### src/hw/tw_regs.svh
`ifndef TW_REGS_SVH
`define TW_REGS_SVH
// What this block does
// RULE_01: The bit-rate divider register sets the master serial clock division factor.
// RULE_02: Job-done flag sets when an operation ends; interrupt needs both enables.
// RULE_03: Serial clock is held low while the job-done flag is set.
// RULE_04: Software clears job-done by writing one; hardware never auto-clears it.
// RULE_05: Clearing job-done starts the next bus operation.
// RULE_06: With ack enable set, acknowledge own address, general call or received data.
// RULE_07: With ack enable clear, own address is not recognised.
// RULE_08: Start request issues START when bus free, else after STOP; software clears it.
// RULE_09: Stop request as master sends STOP, then clears itself.
// RULE_10: Stop request as slave returns to unaddressed idle and releases both lines.
// RULE_11: Data write with job-done low sets collision flag; with job-done high clears it.
// RULE_12: Enable gives pin control; clearing it aborts any transfer at once.
// RULE_13: Interrupt request follows job-done exactly while both enables are set.
// RULE_14: Status holds 5-bit code in 7..3, prescale in 1..0, bit 2 zero.
// RULE_15: Software masks prescale bits before comparing status codes.
// RULE_16: Prescale codes 0..3 select bit-rate prescale 1, 4, 16 or 64.
// RULE_17: Data register writable only while job-done set; stable while it is set.
// RULE_18: Bus value shifts into data register while a byte shifts out.
// RULE_19: Lost arbitration falls back to slave keeping data; ACK handled internally.
// RULE_20: Received address compared with own 7-bit address in bits 7..1.
// RULE_21: Address bit 0 enables general call 0x00; any match sets job-done.
// RULE_22: Each set mask bit excludes that address bit from the comparison.
// RULE_23: Status loads the event code one cycle after job-done; else no-info code.
// RULE_24: Serial clock period is 16 plus twice divider times four to the prescale.
// RULE_25: All writable bits reset to zero; interface disabled and idle.

`define TW_IDX_BRD      3'h0
`define TW_IDX_CTL      3'h1
`define TW_IDX_STS      3'h2
`define TW_IDX_DAT      3'h3
`define TW_IDX_ADR      3'h4
`define TW_IDX_MSK      3'h5
`define TW_CTL_FLAG     7
`define TW_CTL_ACK      6
`define TW_CTL_STA      5
`define TW_CTL_STO      4
`define TW_CTL_EN       2
`define TW_CTL_IE       0
`define TW_RST_BYTE     8'h00
`define TW_HALF_FIXED   15'h0008
`define TW_SC_BUS_ERR   5'h00
`define TW_SC_START     5'h01
`define TW_SC_RSTART    5'h02
`define TW_SC_MT_SLA_A  5'h03
`define TW_SC_MT_SLA_N  5'h04
`define TW_SC_MT_DAT_A  5'h05
`define TW_SC_MT_DAT_N  5'h06
`define TW_SC_ARB_LOST  5'h07
`define TW_SC_MR_SLA_A  5'h08
`define TW_SC_MR_SLA_N  5'h09
`define TW_SC_MR_DAT_A  5'h0a
`define TW_SC_MR_DAT_N  5'h0b
`define TW_SC_SR_SLA    5'h0c
`define TW_SC_SR_GC     5'h0e
`define TW_SC_SR_DAT_A  5'h10
`define TW_SC_SR_DAT_N  5'h11
`define TW_SC_SR_STOP   5'h14
`define TW_SC_ST_SLA    5'h15
`define TW_SC_ST_DAT_A  5'h17
`define TW_SC_ST_DAT_N  5'h18
`define TW_SC_NONE      5'h1f
`endif

### src/hw/tw_pkg.sv
`default_nettype none
package tw_pkg;
    typedef enum logic [2:0] {
        TW_IDLE, TW_START, TW_RSTART, TW_BYTE, TW_HOLD, TW_STOP1, TW_STOP2, TW_STOP3
    } tw_state_t;

    typedef struct packed {
        logic       wr;
        logic [2:0] idx;
        logic [7:0] wdata;
    } tw_req_t;

    typedef struct packed {
        logic flag;
        logic ack;
        logic sta;
        logic sto;
        logic wc;
        logic en;
        logic ie;
    } tw_ctl_t;
endpackage
`default_nettype wire

### src/hw/tw_core.sv
`default_nettype none
`include "tw_regs.svh"
module tw_core
    import tw_pkg::*;
(
    // Clock and reset
    input  wire logic    clk,
    input  wire logic    rst_n,
    // Processor register port
    input  wire tw_req_t req,
    input  wire logic    gie,
    output logic [7:0]   rdata,
    output logic         irq,
    // Bus pins
    input  wire logic    scl_in,
    input  wire logic    sda_in,
    output logic         scl_out,
    output logic         scl_oe,
    output logic         sda_out,
    output logic         sda_oe
);

    // ----------------------------------------
    // Declarations
    // ----------------------------------------
    logic [2:0]  scl_sync_reg;
    logic [2:0]  sda_sync_reg;
    logic        scl_f_reg;
    logic        sda_f_reg;
    logic        scl_p_reg;
    logic        sda_p_reg;
    logic        busy_reg;
    logic [7:0]  brd_reg;
    tw_ctl_t     ctl_reg;
    tw_ctl_t     ctl_next;
    logic [1:0]  ps_reg;
    logic [4:0]  code_reg;
    logic [4:0]  evt_reg;
    logic [7:0]  dat_reg;
    logic [7:0]  dat_next;
    logic [7:0]  adr_reg;
    logic [6:0]  msk_reg;
    tw_state_t   st_reg;
    tw_state_t   st_n;
    logic        mst_reg;
    logic        mst_n;
    logic        slv_reg;
    logic        slv_n;
    logic        tx_reg;
    logic        tx_n;
    logic        adr_ph_reg;
    logic        adr_ph_n;
    logic        gc_reg;
    logic        gc_n;
    logic        lost_reg;
    logic        lost_n;
    logic        rs_reg;
    logic        rs_n;
    logic        ackrx_reg;
    logic        ackrx_n;
    logic [3:0]  cnt_reg;
    logic [3:0]  cnt_n;
    logic [14:0] tmr_reg;
    logic [14:0] tmr_n;
    logic        scl_lo_reg;
    logic        scl_lo_n;
    logic        sda_lo_reg;
    logic        sda_lo_n;
    logic        zero_reg;
    logic [7:0]  rdata_reg;
    logic [7:0]  rdata_next;
    logic        irq_reg;
    logic        shift;
    logic        set_flag;
    logic [4:0]  set_code;
    logic        sto_done;

    // ----------------------------------------
    // Pin conditioning and bus monitor
    // ----------------------------------------
    wire logic scl_f_next = (scl_sync_reg[1] == scl_sync_reg[2]) ? scl_sync_reg[2] : scl_f_reg;
    wire logic sda_f_next = (sda_sync_reg[1] == sda_sync_reg[2]) ? sda_sync_reg[2] : sda_f_reg;
    wire logic scl_rise   = scl_f_reg & ~scl_p_reg;
    wire logic scl_fall   = ~scl_f_reg & scl_p_reg;
    wire logic start_det  = scl_f_reg & scl_p_reg & ~sda_f_reg & sda_p_reg;
    wire logic stop_det   = scl_f_reg & scl_p_reg & sda_f_reg & ~sda_p_reg;
    wire logic busy_next  = start_det | (busy_reg & ~stop_det);

    always_ff @(posedge clk) begin
        if (!rst_n) begin
            scl_sync_reg <= 3'h7;
            sda_sync_reg <= 3'h7;
            scl_f_reg    <= 1'b1;
            sda_f_reg    <= 1'b1;
            scl_p_reg    <= 1'b1;
            sda_p_reg    <= 1'b1;
            busy_reg     <= 1'b0;
        end else begin
            scl_sync_reg <= {scl_sync_reg[1:0], scl_in};
            sda_sync_reg <= {sda_sync_reg[1:0], sda_in};
            scl_f_reg    <= scl_f_next;
            sda_f_reg    <= sda_f_next;
            scl_p_reg    <= scl_f_reg;
            sda_p_reg    <= sda_f_reg;
            busy_reg     <= busy_next;
        end
    end

    // ----------------------------------------
    // Register decode
    // ----------------------------------------
    wire logic wr_brd = req.wr && (req.idx == `TW_IDX_BRD);
    wire logic wr_ctl = req.wr && (req.idx == `TW_IDX_CTL);
    wire logic wr_sts = req.wr && (req.idx == `TW_IDX_STS);
    wire logic wr_dat = req.wr && (req.idx == `TW_IDX_DAT);
    wire logic wr_adr = req.wr && (req.idx == `TW_IDX_ADR);
    wire logic wr_msk = req.wr && (req.idx == `TW_IDX_MSK);
    wire logic [7:0] wd = req.wdata;

    // A new event wins over a software clear in the same cycle.
    wire logic flag_next = set_flag | (ctl_reg.flag & ~(wr_ctl & wd[`TW_CTL_FLAG])); // RULE_04

    assign ctl_next = '{
        flag: flag_next,
        ack:  wr_ctl ? wd[`TW_CTL_ACK] : ctl_reg.ack,
        sta:  wr_ctl ? wd[`TW_CTL_STA] : ctl_reg.sta,
        sto:  wr_ctl ? wd[`TW_CTL_STO] : (ctl_reg.sto & ~sto_done),
        wc:   wr_dat ? ~ctl_reg.flag : ctl_reg.wc, // RULE_11
        en:   wr_ctl ? wd[`TW_CTL_EN] : ctl_reg.en,
        ie:   wr_ctl ? wd[`TW_CTL_IE] : ctl_reg.ie
    };

    assign dat_next = shift ? {dat_reg[6:0], sda_f_reg} : // RULE_18
                      (wr_dat && ctl_reg.flag) ? wd : dat_reg; // RULE_17

    assign rdata_next =
        (req.idx == `TW_IDX_BRD) ? brd_reg :
        (req.idx == `TW_IDX_CTL) ? {ctl_reg.flag, ctl_reg.ack, ctl_reg.sta, ctl_reg.sto,
                                    ctl_reg.wc, ctl_reg.en, 1'b0, ctl_reg.ie} :
        (req.idx == `TW_IDX_STS) ? {code_reg, 1'b0, ps_reg} : // RULE_14
        (req.idx == `TW_IDX_DAT) ? dat_reg :
        (req.idx == `TW_IDX_ADR) ? adr_reg :
        (req.idx == `TW_IDX_MSK) ? {msk_reg, 1'b0} : 8'h00;

    // ----------------------------------------
    // Bit rate, address match and event codes
    // ----------------------------------------
    wire logic [2:0]  ps_shamt = {ps_reg, 1'b0}; // RULE_16
    wire logic [14:0] half_cyc = `TW_HALF_FIXED + (15'(brd_reg) << ps_shamt); // RULE_01 RULE_24
    wire logic        tmr_done = (tmr_reg <= 15'h0001); // RULE_24
    wire logic own_hit = (((dat_reg[7:1] ^ adr_reg[7:1]) & ~msk_reg) == 7'h00); // RULE_20 RULE_22
    wire logic gc_hit  = adr_reg[0] && (dat_reg[7:1] == 7'h00); // RULE_21
    wire logic hit     = ctl_reg.ack && (own_hit || gc_hit); // RULE_07
    wire logic ack_in  = ~ackrx_reg;
    wire logic [4:0] mst_code =
        adr_ph_reg ? (dat_reg[0] ? (ack_in ? `TW_SC_MR_SLA_A : `TW_SC_MR_SLA_N)
                                 : (ack_in ? `TW_SC_MT_SLA_A : `TW_SC_MT_SLA_N)) :
        tx_reg     ? (ack_in ? `TW_SC_MT_DAT_A : `TW_SC_MT_DAT_N) :
                     (sda_lo_reg ? `TW_SC_MR_DAT_A : `TW_SC_MR_DAT_N);
    wire logic [4:0] slv_code =
        adr_ph_reg ? (dat_reg[0] ? `TW_SC_ST_SLA : gc_reg ? `TW_SC_SR_GC : `TW_SC_SR_SLA) :
        tx_reg     ? (ack_in ? `TW_SC_ST_DAT_A : `TW_SC_ST_DAT_N) :
                     (sda_lo_reg ? `TW_SC_SR_DAT_A : `TW_SC_SR_DAT_N);
    wire logic [4:0] done_code = (lost_reg && !slv_reg) ? `TW_SC_ARB_LOST : // RULE_19
                                 mst_reg ? mst_code : slv_code;
    wire logic go_byte = mst_reg || (!lost_reg && (adr_ph_reg || (slv_reg && !(tx_reg && ackrx_reg))));

    // ----------------------------------------
    // Bus engine
    // ----------------------------------------
    always_comb begin
        st_n     = st_reg;
        mst_n    = mst_reg;
        slv_n    = slv_reg;
        tx_n     = tx_reg;
        adr_ph_n = adr_ph_reg;
        gc_n     = gc_reg;
        lost_n   = lost_reg;
        rs_n     = rs_reg;
        ackrx_n  = ackrx_reg;
        cnt_n    = cnt_reg;
        shift    = 1'b0;
        tmr_n    = tmr_done ? tmr_reg : tmr_reg - 15'h0001;
        scl_lo_n = scl_lo_reg;
        sda_lo_n = sda_lo_reg;
        set_flag = 1'b0;
        set_code = `TW_SC_NONE;
        sto_done = 1'b0;
        case (st_reg)
            TW_IDLE: begin
                scl_lo_n = 1'b0;
                sda_lo_n = 1'b0;
                if (start_det) begin
                    st_n     = TW_BYTE;
                    adr_ph_n = 1'b1;
                    cnt_n    = 4'h0;
                    tx_n     = 1'b0;
                    mst_n    = 1'b0;
                end else if (ctl_reg.sta && !ctl_reg.flag && !busy_reg) begin // RULE_08
                    st_n     = TW_START;
                    sda_lo_n = 1'b1;
                    tmr_n    = half_cyc;
                    rs_n     = 1'b0;
                end
            end
            TW_START: begin
                if (tmr_done) begin
                    scl_lo_n = 1'b1;
                    st_n     = TW_HOLD;
                    mst_n    = 1'b1;
                    tx_n     = 1'b1;
                    adr_ph_n = 1'b1;
                    set_flag = 1'b1;
                    set_code = rs_reg ? `TW_SC_RSTART : `TW_SC_START;
                end
            end
            TW_RSTART: begin
                if (scl_lo_reg) begin
                    if (tmr_done) begin
                        scl_lo_n = 1'b0;
                        tmr_n    = half_cyc;
                    end
                end else if (!scl_f_reg) begin
                    tmr_n = half_cyc;
                end else if (tmr_done) begin
                    st_n     = TW_START;
                    sda_lo_n = 1'b1;
                    tmr_n    = half_cyc;
                    rs_n     = 1'b1;
                end
            end
            TW_HOLD: begin
                scl_lo_n = 1'b1; // RULE_03
                if (!ctl_reg.flag) begin // RULE_05
                    tmr_n  = half_cyc;
                    cnt_n  = 4'h0;
                    lost_n = 1'b0;
                    if (mst_reg && ctl_reg.sto) begin
                        st_n     = TW_STOP1;
                        sda_lo_n = 1'b1;
                    end else if (mst_reg && ctl_reg.sta) begin
                        st_n     = TW_RSTART;
                        sda_lo_n = 1'b0;
                    end else if (go_byte) begin
                        st_n     = TW_BYTE;
                        sda_lo_n = tx_reg & ~dat_reg[7];
                        scl_lo_n = mst_reg;
                    end else begin
                        st_n     = TW_IDLE;
                        slv_n    = 1'b0;
                        scl_lo_n = 1'b0;
                        sda_lo_n = 1'b0;
                    end
                end
            end
            TW_BYTE: begin
                if (!mst_reg) begin
                    scl_lo_n = 1'b0;
                end else if (scl_lo_reg) begin
                    if (tmr_done) begin
                        scl_lo_n = 1'b0;
                        tmr_n    = half_cyc;
                    end
                end else if (!scl_f_reg) begin
                    tmr_n = half_cyc;
                end else if (tmr_done) begin
                    scl_lo_n = 1'b1;
                    tmr_n    = half_cyc;
                end
                if (!mst_reg && (stop_det || start_det)) begin
                    sda_lo_n = 1'b0;
                    slv_n    = 1'b0;
                    adr_ph_n = start_det;
                    cnt_n    = 4'h0;
                    tx_n     = 1'b0;
                    st_n     = start_det ? TW_BYTE : TW_IDLE;
                    if (slv_reg && !adr_ph_reg) begin
                        st_n     = TW_HOLD;
                        scl_lo_n = 1'b1; // RULE_03
                        set_flag = 1'b1;
                        set_code = `TW_SC_SR_STOP;
                    end
                end else if (scl_rise) begin
                    if (cnt_reg < 4'h8) begin
                        shift = 1'b1; // RULE_18
                        cnt_n = cnt_reg + 4'h1;
                        if (mst_reg && tx_reg && !sda_lo_reg && !sda_f_reg) begin // RULE_19
                            mst_n    = 1'b0;
                            tx_n     = 1'b0;
                            lost_n   = 1'b1;
                            scl_lo_n = 1'b0;
                        end
                    end else begin
                        ackrx_n = sda_f_reg; // RULE_19
                        cnt_n   = 4'h9;
                    end
                end else if (scl_fall) begin
                    if (cnt_reg < 4'h8) begin
                        sda_lo_n = tx_reg & ~dat_reg[7];
                    end else if (cnt_reg == 4'h8) begin
                        if (adr_ph_reg && !mst_reg) begin
                            sda_lo_n = hit; // RULE_06
                            if (hit) begin
                                slv_n = 1'b1;
                                gc_n  = gc_hit && !own_hit;
                                tx_n  = dat_reg[0];
                            end else if (!lost_reg) begin
                                st_n     = TW_IDLE;
                                adr_ph_n = 1'b0;
                            end
                        end else begin
                            sda_lo_n = !tx_reg && !lost_reg && ctl_reg.ack; // RULE_06
                        end
                    end else begin
                        sda_lo_n = 1'b0;
                        cnt_n    = 4'h0;
                        adr_ph_n = 1'b0;
                        st_n     = TW_HOLD;
                        set_flag = 1'b1; // RULE_02 RULE_21
                        scl_lo_n = 1'b1; // RULE_03
                        set_code = done_code;
                        if (mst_reg && adr_ph_reg) begin
                            tx_n = ~dat_reg[0];
                        end
                    end
                end
            end
            TW_STOP1: begin
                if (tmr_done) begin
                    scl_lo_n = 1'b0;
                    tmr_n    = half_cyc;
                    st_n     = TW_STOP2;
                end
            end
            TW_STOP2: begin
                if (!scl_f_reg) begin
                    tmr_n = half_cyc;
                end else if (tmr_done) begin
                    sda_lo_n = 1'b0;
                    tmr_n    = half_cyc;
                    st_n     = TW_STOP3;
                end
            end
            TW_STOP3: begin
                if (tmr_done) begin
                    st_n     = TW_IDLE;
                    mst_n    = 1'b0;
                    sto_done = 1'b1; // RULE_09
                end
            end
            default: begin
                st_n = TW_IDLE;
            end
        endcase
        if (ctl_reg.sto && !mst_reg) begin // RULE_10
            st_n     = TW_IDLE;
            slv_n    = 1'b0;
            adr_ph_n = 1'b0;
            scl_lo_n = 1'b0;
            sda_lo_n = 1'b0;
            set_flag = 1'b0;
            sto_done = 1'b1;
        end
        if (!ctl_reg.en) begin // RULE_12
            st_n     = TW_IDLE;
            mst_n    = 1'b0;
            slv_n    = 1'b0;
            adr_ph_n = 1'b0;
            scl_lo_n = 1'b0;
            sda_lo_n = 1'b0;
            set_flag = 1'b0;
        end
    end

    // ----------------------------------------
    // State registers
    // ----------------------------------------
    always_ff @(posedge clk) begin
        if (!rst_n) begin
            brd_reg    <= `TW_RST_BYTE; // RULE_25
            ctl_reg    <= '0;
            ps_reg     <= 2'h0;
            code_reg   <= `TW_SC_NONE;
            evt_reg    <= `TW_SC_NONE;
            dat_reg    <= `TW_RST_BYTE;
            adr_reg    <= `TW_RST_BYTE;
            msk_reg    <= 7'h00;
            rdata_reg  <= 8'h00;
            irq_reg    <= 1'b0;
            zero_reg   <= 1'b0;
        end else begin
            brd_reg    <= wr_brd ? wd : brd_reg;
            ctl_reg    <= ctl_next;
            ps_reg     <= wr_sts ? wd[1:0] : ps_reg;
            code_reg   <= ctl_reg.flag ? evt_reg : `TW_SC_NONE; // RULE_23
            evt_reg    <= set_flag ? set_code : evt_reg;
            dat_reg    <= dat_next;
            adr_reg    <= wr_adr ? wd : adr_reg;
            msk_reg    <= wr_msk ? wd[7:1] : msk_reg;
            rdata_reg  <= rdata_next;
            irq_reg    <= flag_next & ctl_next.ie & gie; // RULE_02 RULE_13
            zero_reg   <= 1'b0;
        end
    end

    always_ff @(posedge clk) begin
        if (!rst_n) begin
            st_reg     <= TW_IDLE;
            mst_reg    <= 1'b0;
            slv_reg    <= 1'b0;
            tx_reg     <= 1'b0;
            adr_ph_reg <= 1'b0;
            gc_reg     <= 1'b0;
            lost_reg   <= 1'b0;
            rs_reg     <= 1'b0;
            ackrx_reg  <= 1'b1;
            cnt_reg    <= 4'h0;
            tmr_reg    <= 15'h0000;
            scl_lo_reg <= 1'b0;
            sda_lo_reg <= 1'b0;
        end else begin
            st_reg     <= st_n;
            mst_reg    <= mst_n;
            slv_reg    <= slv_n;
            tx_reg     <= tx_n;
            adr_ph_reg <= adr_ph_n;
            gc_reg     <= gc_n;
            lost_reg   <= lost_n;
            rs_reg     <= rs_n;
            ackrx_reg  <= ackrx_n;
            cnt_reg    <= cnt_n;
            tmr_reg    <= tmr_n;
            scl_lo_reg <= scl_lo_n;
            sda_lo_reg <= sda_lo_n;
        end
    end

    assign rdata   = rdata_reg;
    assign irq     = irq_reg;
    assign scl_out = zero_reg;
    assign sda_out = zero_reg;
    assign scl_oe  = scl_lo_reg;
    assign sda_oe  = sda_lo_reg;

endmodule
`default_nettype wire

### config.mk
export PLATFORM = sky130hd
export DESIGN_NAME = tw_core
export DESIGN_NICKNAME = d
export VERILOG_FILES = /design/src/hw/tw_pkg.sv /design/src/hw/tw_core.sv
export VERILOG_INCLUDE_DIRS = /design/src /design/src/hw
export SDC_FILE = /design/constraint.sdc
export NUM_CORES = 1
export LEC_CHECK = 0
export BUFFER_PORTS_ARGS = -buffer_cell sky130_fd_sc_hd__buf_2
export CORE_MARGIN = 1.5
export CORE_UTILIZATION = 56
export CTS_CLUSTER_SIZE = 14
export DETAILED_ROUTE_END_ITERATION = 10
export PLACE_DENSITY_LB_ADDON = 0.08
export SLEW_MARGIN = 10
export SYNTH_ARGS = -nofsm -noshare
export SYNTH_HDL_FRONTEND = slang
export SYNTH_SLANG_ARGS = --single-unit
### constraint.sdc
create_clock -name clk -period 2.1 [get_ports clk]
set_clock_uncertainty 0.15 [all_clocks]
set_input_delay 0.42 -clock clk [delete_from_list [all_inputs] [get_ports clk]]
set_output_delay 0.42 -clock clk [all_outputs]
set_load 0.005 [all_outputs]
Word-level counts from Yosys, hierarchy flattened
Cells that the tools add are included.
{"block": "word_totals", "regBits": 102, "wordCells": 373, "input_bits": 17}
{"block": "op_classes", "bitwise_logic": 34, "shift": 1, "n_reduce_logical": 70, "muxes": 175, "n_addsub": 3, "eq_ne": 52, "n_lt_le_gt_ge": 2}
{"operator": "$mux W15", "count": 8}
{"operator": "$mux W1", "count": 94}
{"operator": "$pmux W15 S6", "count": 1}
{"operator": "$mux W3", "count": 22}
{"operator": "$mux W8", "count": 8}
{"operator": "$mux W4", "count": 14}
{"operator": "$mux W5", "count": 10}
{"operator": "$ne A2 B2 Y1 const B", "count": 19}
{"operator": "$ne A4 B4 Y1 const B", "count": 8}
{"operator": "$logic_and A1 B1 Y1", "count": 28}
{"operator": "$pmux W3 S8", "count": 1}
{"operator": "$ne A3 B3 Y1 const B", "count": 7}
{"operator": "$eq A3 B3 Y1 const B", "count": 6}
{"operator": "$reduce_and A6 Y1", "count": 3}
{"operator": "$reduce_and A9 Y1", "count": 2}
{"operator": "$reduce_and A16 Y1", "count": 1}
{"operator": "$reduce_and A8 Y1", "count": 2}
{"operator": "$add A4 B15 Y15 const A", "count": 1}
{"operator": "$le A15 B1 Y1 const B", "count": 1}
{"operator": "$ne A5 B5 Y1 const B", "count": 3}
{"operator": "$not A1 Y1", "count": 15}
{"operator": "$shl A8 B3 Y15", "count": 1}
{"operator": "$sub A15 B1 Y15 const B", "count": 1}
{"operator": "$and A1 B1 Y1", "count": 14}
{"operator": "33 further kinds", "count": 67}

Depth between registers and ports, before layout
{"block": "logic_depth", "ltp_word": 13, "mapped_depth": 10}

Worst setup path after synthesis
OpenSTA, ideal clock, no wires.
{"block": "synth_timing", "kind": "flip-flop to flip-flop", "from": "register ps_reg[0]", "to": "register tmr_reg[11]", "arrival_ns": 1.962, "setup_time_ns": 0.115, "stages_incl_launch_ff": 11, "setup_slack_ns": -0.127, "period_less_slack_ns": 2.227, "path_buffers": 2, "cell_sequence": "dfxtp_1 > clkbuf_1 > buf_1 > nand2b_1 > a21oi_1 > ha_1 > and2_1 > nand4_1 > xor2_1 > o211a_1 > o21a_1"}
{"block": "synth_via", "elab_chain_cells": 7, "word_cells_on_any_way": 10}
{"element": "from (decl)", "line_no": "tw_core.sv:36", "source": "logic [1:0] ps_reg;"}
{"element": "from (signal assigned)", "line_no": "tw_core.sv:394", "source": "ps_reg <= wr_sts ? wd[1:0] : ps_reg;"}
{"element": "$shl A8 B3 Y15 *", "line_no": "tw_core.sv:149", "source": "wire logic [14:0] half_cyc = `TW_HALF_FIXED + (15'(brd_reg) << ps_shamt);"}
{"element": "$add A4 B15 Y15 (no source line) *"}
{"element": "$mux W15"}
{"element": "$mux W15", "line_no": "tw_core.sv:264", "source": "end else if (!scl_f_reg) begin"}
{"element": "$mux W15", "line_no": "tw_core.sv:218", "source": "if (scl_lo_reg) begin"}
{"element": "$mux W15", "line_no": "tw_core.sv:257", "source": "if (!mst_reg) begin"}
{"element": "$pmux W15 S6 *", "line_no": "tw_core.sv:189", "source": "case (st_reg)"}
{"element": "to (signal assigned)", "line_no": "tw_core.sv:432", "source": "tmr_reg <= tmr_n;"}
{"element": "to (decl)", "line_no": "tw_core.sv:63", "source": "logic [14:0] tmr_reg;"}
Mark *: on every way between the ends. The rest lies on a longest branch, timed or not.
A chain may end at the register's enable or synchronous reset.

Worst setup path in the final report
{"block": "layout_timing", "from": "register tmr_reg[3]", "to": "register tmr_reg[8]"}
{"block": "layout_via", "elab_chain_cells": 7, "word_cells_on_any_way": 11}
{"element": "$sub A15 B1 Y15 or $le A15 B1 Y1 (tied branches)", "line_no": "tw_core.sv:183, tw_core.sv:150"}
{"element": "$mux W15", "line_no": "tw_core.sv:183", "source": "tmr_n = tmr_done ? tmr_reg : tmr_reg - 15'h0001;"}
{"element": "$mux W15"}
{"element": "$mux W15", "line_no": "tw_core.sv:264"}
{"element": "$mux W15", "line_no": "tw_core.sv:218"}
{"element": "$mux W15", "line_no": "tw_core.sv:257"}
{"element": "$pmux W15 S6 *", "line_no": "tw_core.sv:189"}
Marks and branches as above.

==> results.yml <==
floorplanning:
  ios: 30
  dieArea_mm2: 0.01147
  core_mm2: 0.01042
  die_y_um: 107.1
  die_w_um: 107.1
  start_util: 0.5827
  num_rows: 37
logic_synthesis:
  yosysUniqueCellTypes: 77
  async_reset_ff_frac: 0
  avgSynthCellArea_um2: 7.986
  synth_cells: 760
  synthFlopType: "dfxtp_1"
  synth_edf_count: 0
  yosys_warnings: 0
  ys_seq_area_frac: 0.3364
  synth_seq_cells: 102
  syn_area_mm2: 0.006070
critical_path:
  critPathCapture: "tmr_reg[8]"
  path_delay_family: "simple AND/OR/NAND/NOR gates"
  path_cells: "or4_4, or2_4, a21boi_4, buf_12, buf_12, nand2_1, o211a_1"
  worstSetupStartpointType: "flop"
  critPathMaxFanout: 16
  critPathSlowestCell: "or4_4"
  worst-setup-path-type: "reg -> reg"
  rr_startpoint: "tmr_reg[3]"
  r2r_setup_slack_ns: -0.05
  max_stage_delay_ns: 0.61
  crit_top_cell: "buf_12"
  path_buf_inv: 2
  cp.arrival_ns: 2.29
  reg2reg_depth: 7
  required_ns: 2.24
  reg2reg_to: "tmr_reg[8]"
  startpoint: "tmr_reg[3]"
  endpoint_kind: "flop"
  cp.depth: 7
cells_and_area:
  multi_input_area_mm2: 0.004068
  area_growth_pct: 29.62
  instances_no_fill: 1027
  seq_area_mm2: 0.002064
  nNetsFinal: 912
  drive_gt1_frac: 0.3124
  largest_reg_flops: 15
  nFillCells: 784
clock_tree:
  cts.sinks: 102
  ctsRootBufferMaster: "clkbuf_8"
  clock_insertion_delay_worst_skew_ns: 0.40
  cts_hold_buf: 0
  cts_buffer_depth: 2
  cts_max_level: 3
  cts_tree: "done"
  cts_buffers: 9
  clk_pin_slew_ns: 0.10
timing:
  fmax_ghz: 0.4657
  worstMarginPinSlew_ns: 0.5355
  finalMaxSlewViolations: 0
  fin_crit_sh: 1.023
  setup_violations: 15
  rsz0062_at_grt: "true"
  fin_ws_ns: -0.04751
  slew_headroom: 0.6403
  fin_crit_ns: 2.148
  finalSetupTns_ns: -0.3298
  final_hold_viol_count: 0
flow_run:
  maxCapViolations: 0
power_and_ir_drop:
  power_density_mw_per_mm2: 752.8
  total_power_mw: 5.923
  ir_drop_mv: 0.9358
  switchingPower_mw: 2.060
  clkPwrFrac: 0.230
  seqPwrFrac: 0.370
  switching_share: 0.3478
  leakagePower_nw: 3.157
  power.internal_mw: 3.863
  pwr-share-comb: 0.400
placed_design:
  gp_congestion: 0.9390
  dp.cells: 1001
  post-place-ws_ns: -0.1371
  dp_hpwl_mm: 14.40
  portBuffers: 27
hold_path:
  hold_path_class: "in -> reg"
grt:
  grt_max_degree: 52
  grt_overflow: 0
  antenna_found_initial: 0
  grt_usage: 0.3503
  grt_pass1_wl_mm: 31.20
  grt_pass1_vias: 6093
run_status:
  violations: "setup timing"
  outcome: "complete, but fails checks"
drt:
  dr.pass1.iters: 6
  wl_per_cell_um: 19.43
  drt-initial-drc-count: 615
  wl_mm: 19.95
  via_count: 6410
  vias_per_cell: 6.241
  drc: 0
  antenna_left: 0
-- timing repair --
item | 4_1_cts | 5_1_grt
endpoints found under the setup margin | 32 | 44
pin swaps | 8 | 19
buffers inserted | 4 | 5
gates resized for setup | 32 | 68
-- Yosys cell counts (all sizes together), types with 11 or more instances --
master | count | area share
dfxtp | 102 | 0.34
nand2 | 91 | 0.056
or2 | 11 | 0.012
buf | 19 | 0.019
nor2 | 69 | 0.043
inv | 23 | 0.014
nand3 | 23 | 0.019
nor3 | 20 | 0.016
mux2i | 28 | 0.046
nand2b | 19 | 0.020
clkbuf | 32 | 0.020
a221oi | 14 | 0.020
a21oi | 65 | 0.054
xnor2 | 19 | 0.027
a211oi | 14 | 0.018
o21ai | 35 | 0.029
-- worst min path at each step --
stage,from,to,slack [ns],cells after the start
after detailed placement,scl_sync_reg[0],scl_sync_reg[1],0.24,1
final,scl_in,scl_sync_reg[0],0.06,2
after floorplan,scl_sync_reg[0],scl_sync_reg[1],0.24,1
after CTS,scl_in,scl_sync_reg[0],0.05,2
after global routing,scl_in,scl_sync_reg[0],0.06,2
after global placement,scl_sync_reg[0],scl_sync_reg[1],0.24,1
-- through the flow --
step	util	cell area, um2	hold WS, ns
CTS	0.7249	7551	0.04800
global placement	0.6895	7182	0.2380
detailed placement	0.6895	7182	0.2417
floorplan	-	6098	0.2363
global route	0.7551	7865	0.06042
finish	0.7553	7868	0.05955
-- kinds of logic (layout without fill, tap and decap cells) --
family,Yosys count,after routing,synth area share
AO/OA/AOI/OAI,216,216,0.2449
XOR/XNOR,26,26,0.03752
adder cells (fa/ha/maj),10,10,0.02061
multiplexers,35,35,0.06287
AND/OR/NAND/NOR,296,296,0.2437
buffers and inverters,74,203,0.05339
other,1,3,0.0006178
flip-flops,102,102,0.3364
-- final cells by class --
class                      count  share of cell area
multi-input combinational    585              0.5170
sequential                   102              0.2624
timing repair buffer         164              0.1606
tap                          136             0.02163
clock buffer                   9             0.01574
clock inverter                 7             0.01129
inverter                      23             0.01097
antenna                        1           0.0003181
-- cells in the final DEF (no fill, tap or decap), types with 5 or more instances in the layout --
master / synthesis / layout
buf_4: 4 / 122
nand2_1: 91 / 90
dfxtp_1: 102 / 86
nor2_1: 69 / 63
a21oi_1: 64 / 58
mux2i_1: 28 / 27
o21ai_0: 35 / 27
buf_2: 7 / 27
nand3_1: 23 / 23
inv_1: 23 / 22
nand2b_1: 19 / 19
nor3_1: 20 / 18
xnor2_1: 19 / 15
dfxtp_2: 0 / 15
a211oi_1: 13 / 13
a221oi_1: 14 / 12
buf_6: 3 / 10
nor2b_1: 10 / 9
clkbuf_8: 0 / 9
or2_2: 9 / 8
o22ai_1: 9 / 8
o21a_1: 9 / 8
o211a_1: 8 / 8
nand3b_1: 7 / 7
a31oi_1: 9 / 7
a22oi_1: 7 / 7
ha_1: 10 / 7
o211ai_1: 6 / 6
o21ai_1: 0 / 6
mux2_2: 5 / 5
nor2_2: 0 / 5
xor2_1: 7 / 5
a21oi_2: 1 / 5
nor4_1: 9 / 5
buf_12: 0 / 5
-- layer usage --
| metal | track usage | vias to the layer above | part of all wire |
|---|---|---|---|
| met4 | 0.1181 | 0 | 0.028 |
| met5 | 0 | - | 0 |
| met1 | 0.4547 | 3071 | 0.42 |
| met2 | 0.5737 | 286 | 0.48 |
| met3 | 0.07720 | 52 | 0.073 |
| li1 | - | 3001 | - |
-- power by group through the flow --
stage	registers (mW)	logic [mW]	clock network [mW]
2_1_floorplan	2.22	1.19	0
6_report	2.19	2.37	1.37
5_1_grt	2.20	2.58	1.45
4_1_cts	2.18	2.13	1.38
3_3_place_gp	2.19	1.85	0
3_5_place_dp	2.20	1.90	0
No activity file was read; power rests on OpenSTA's default activity.
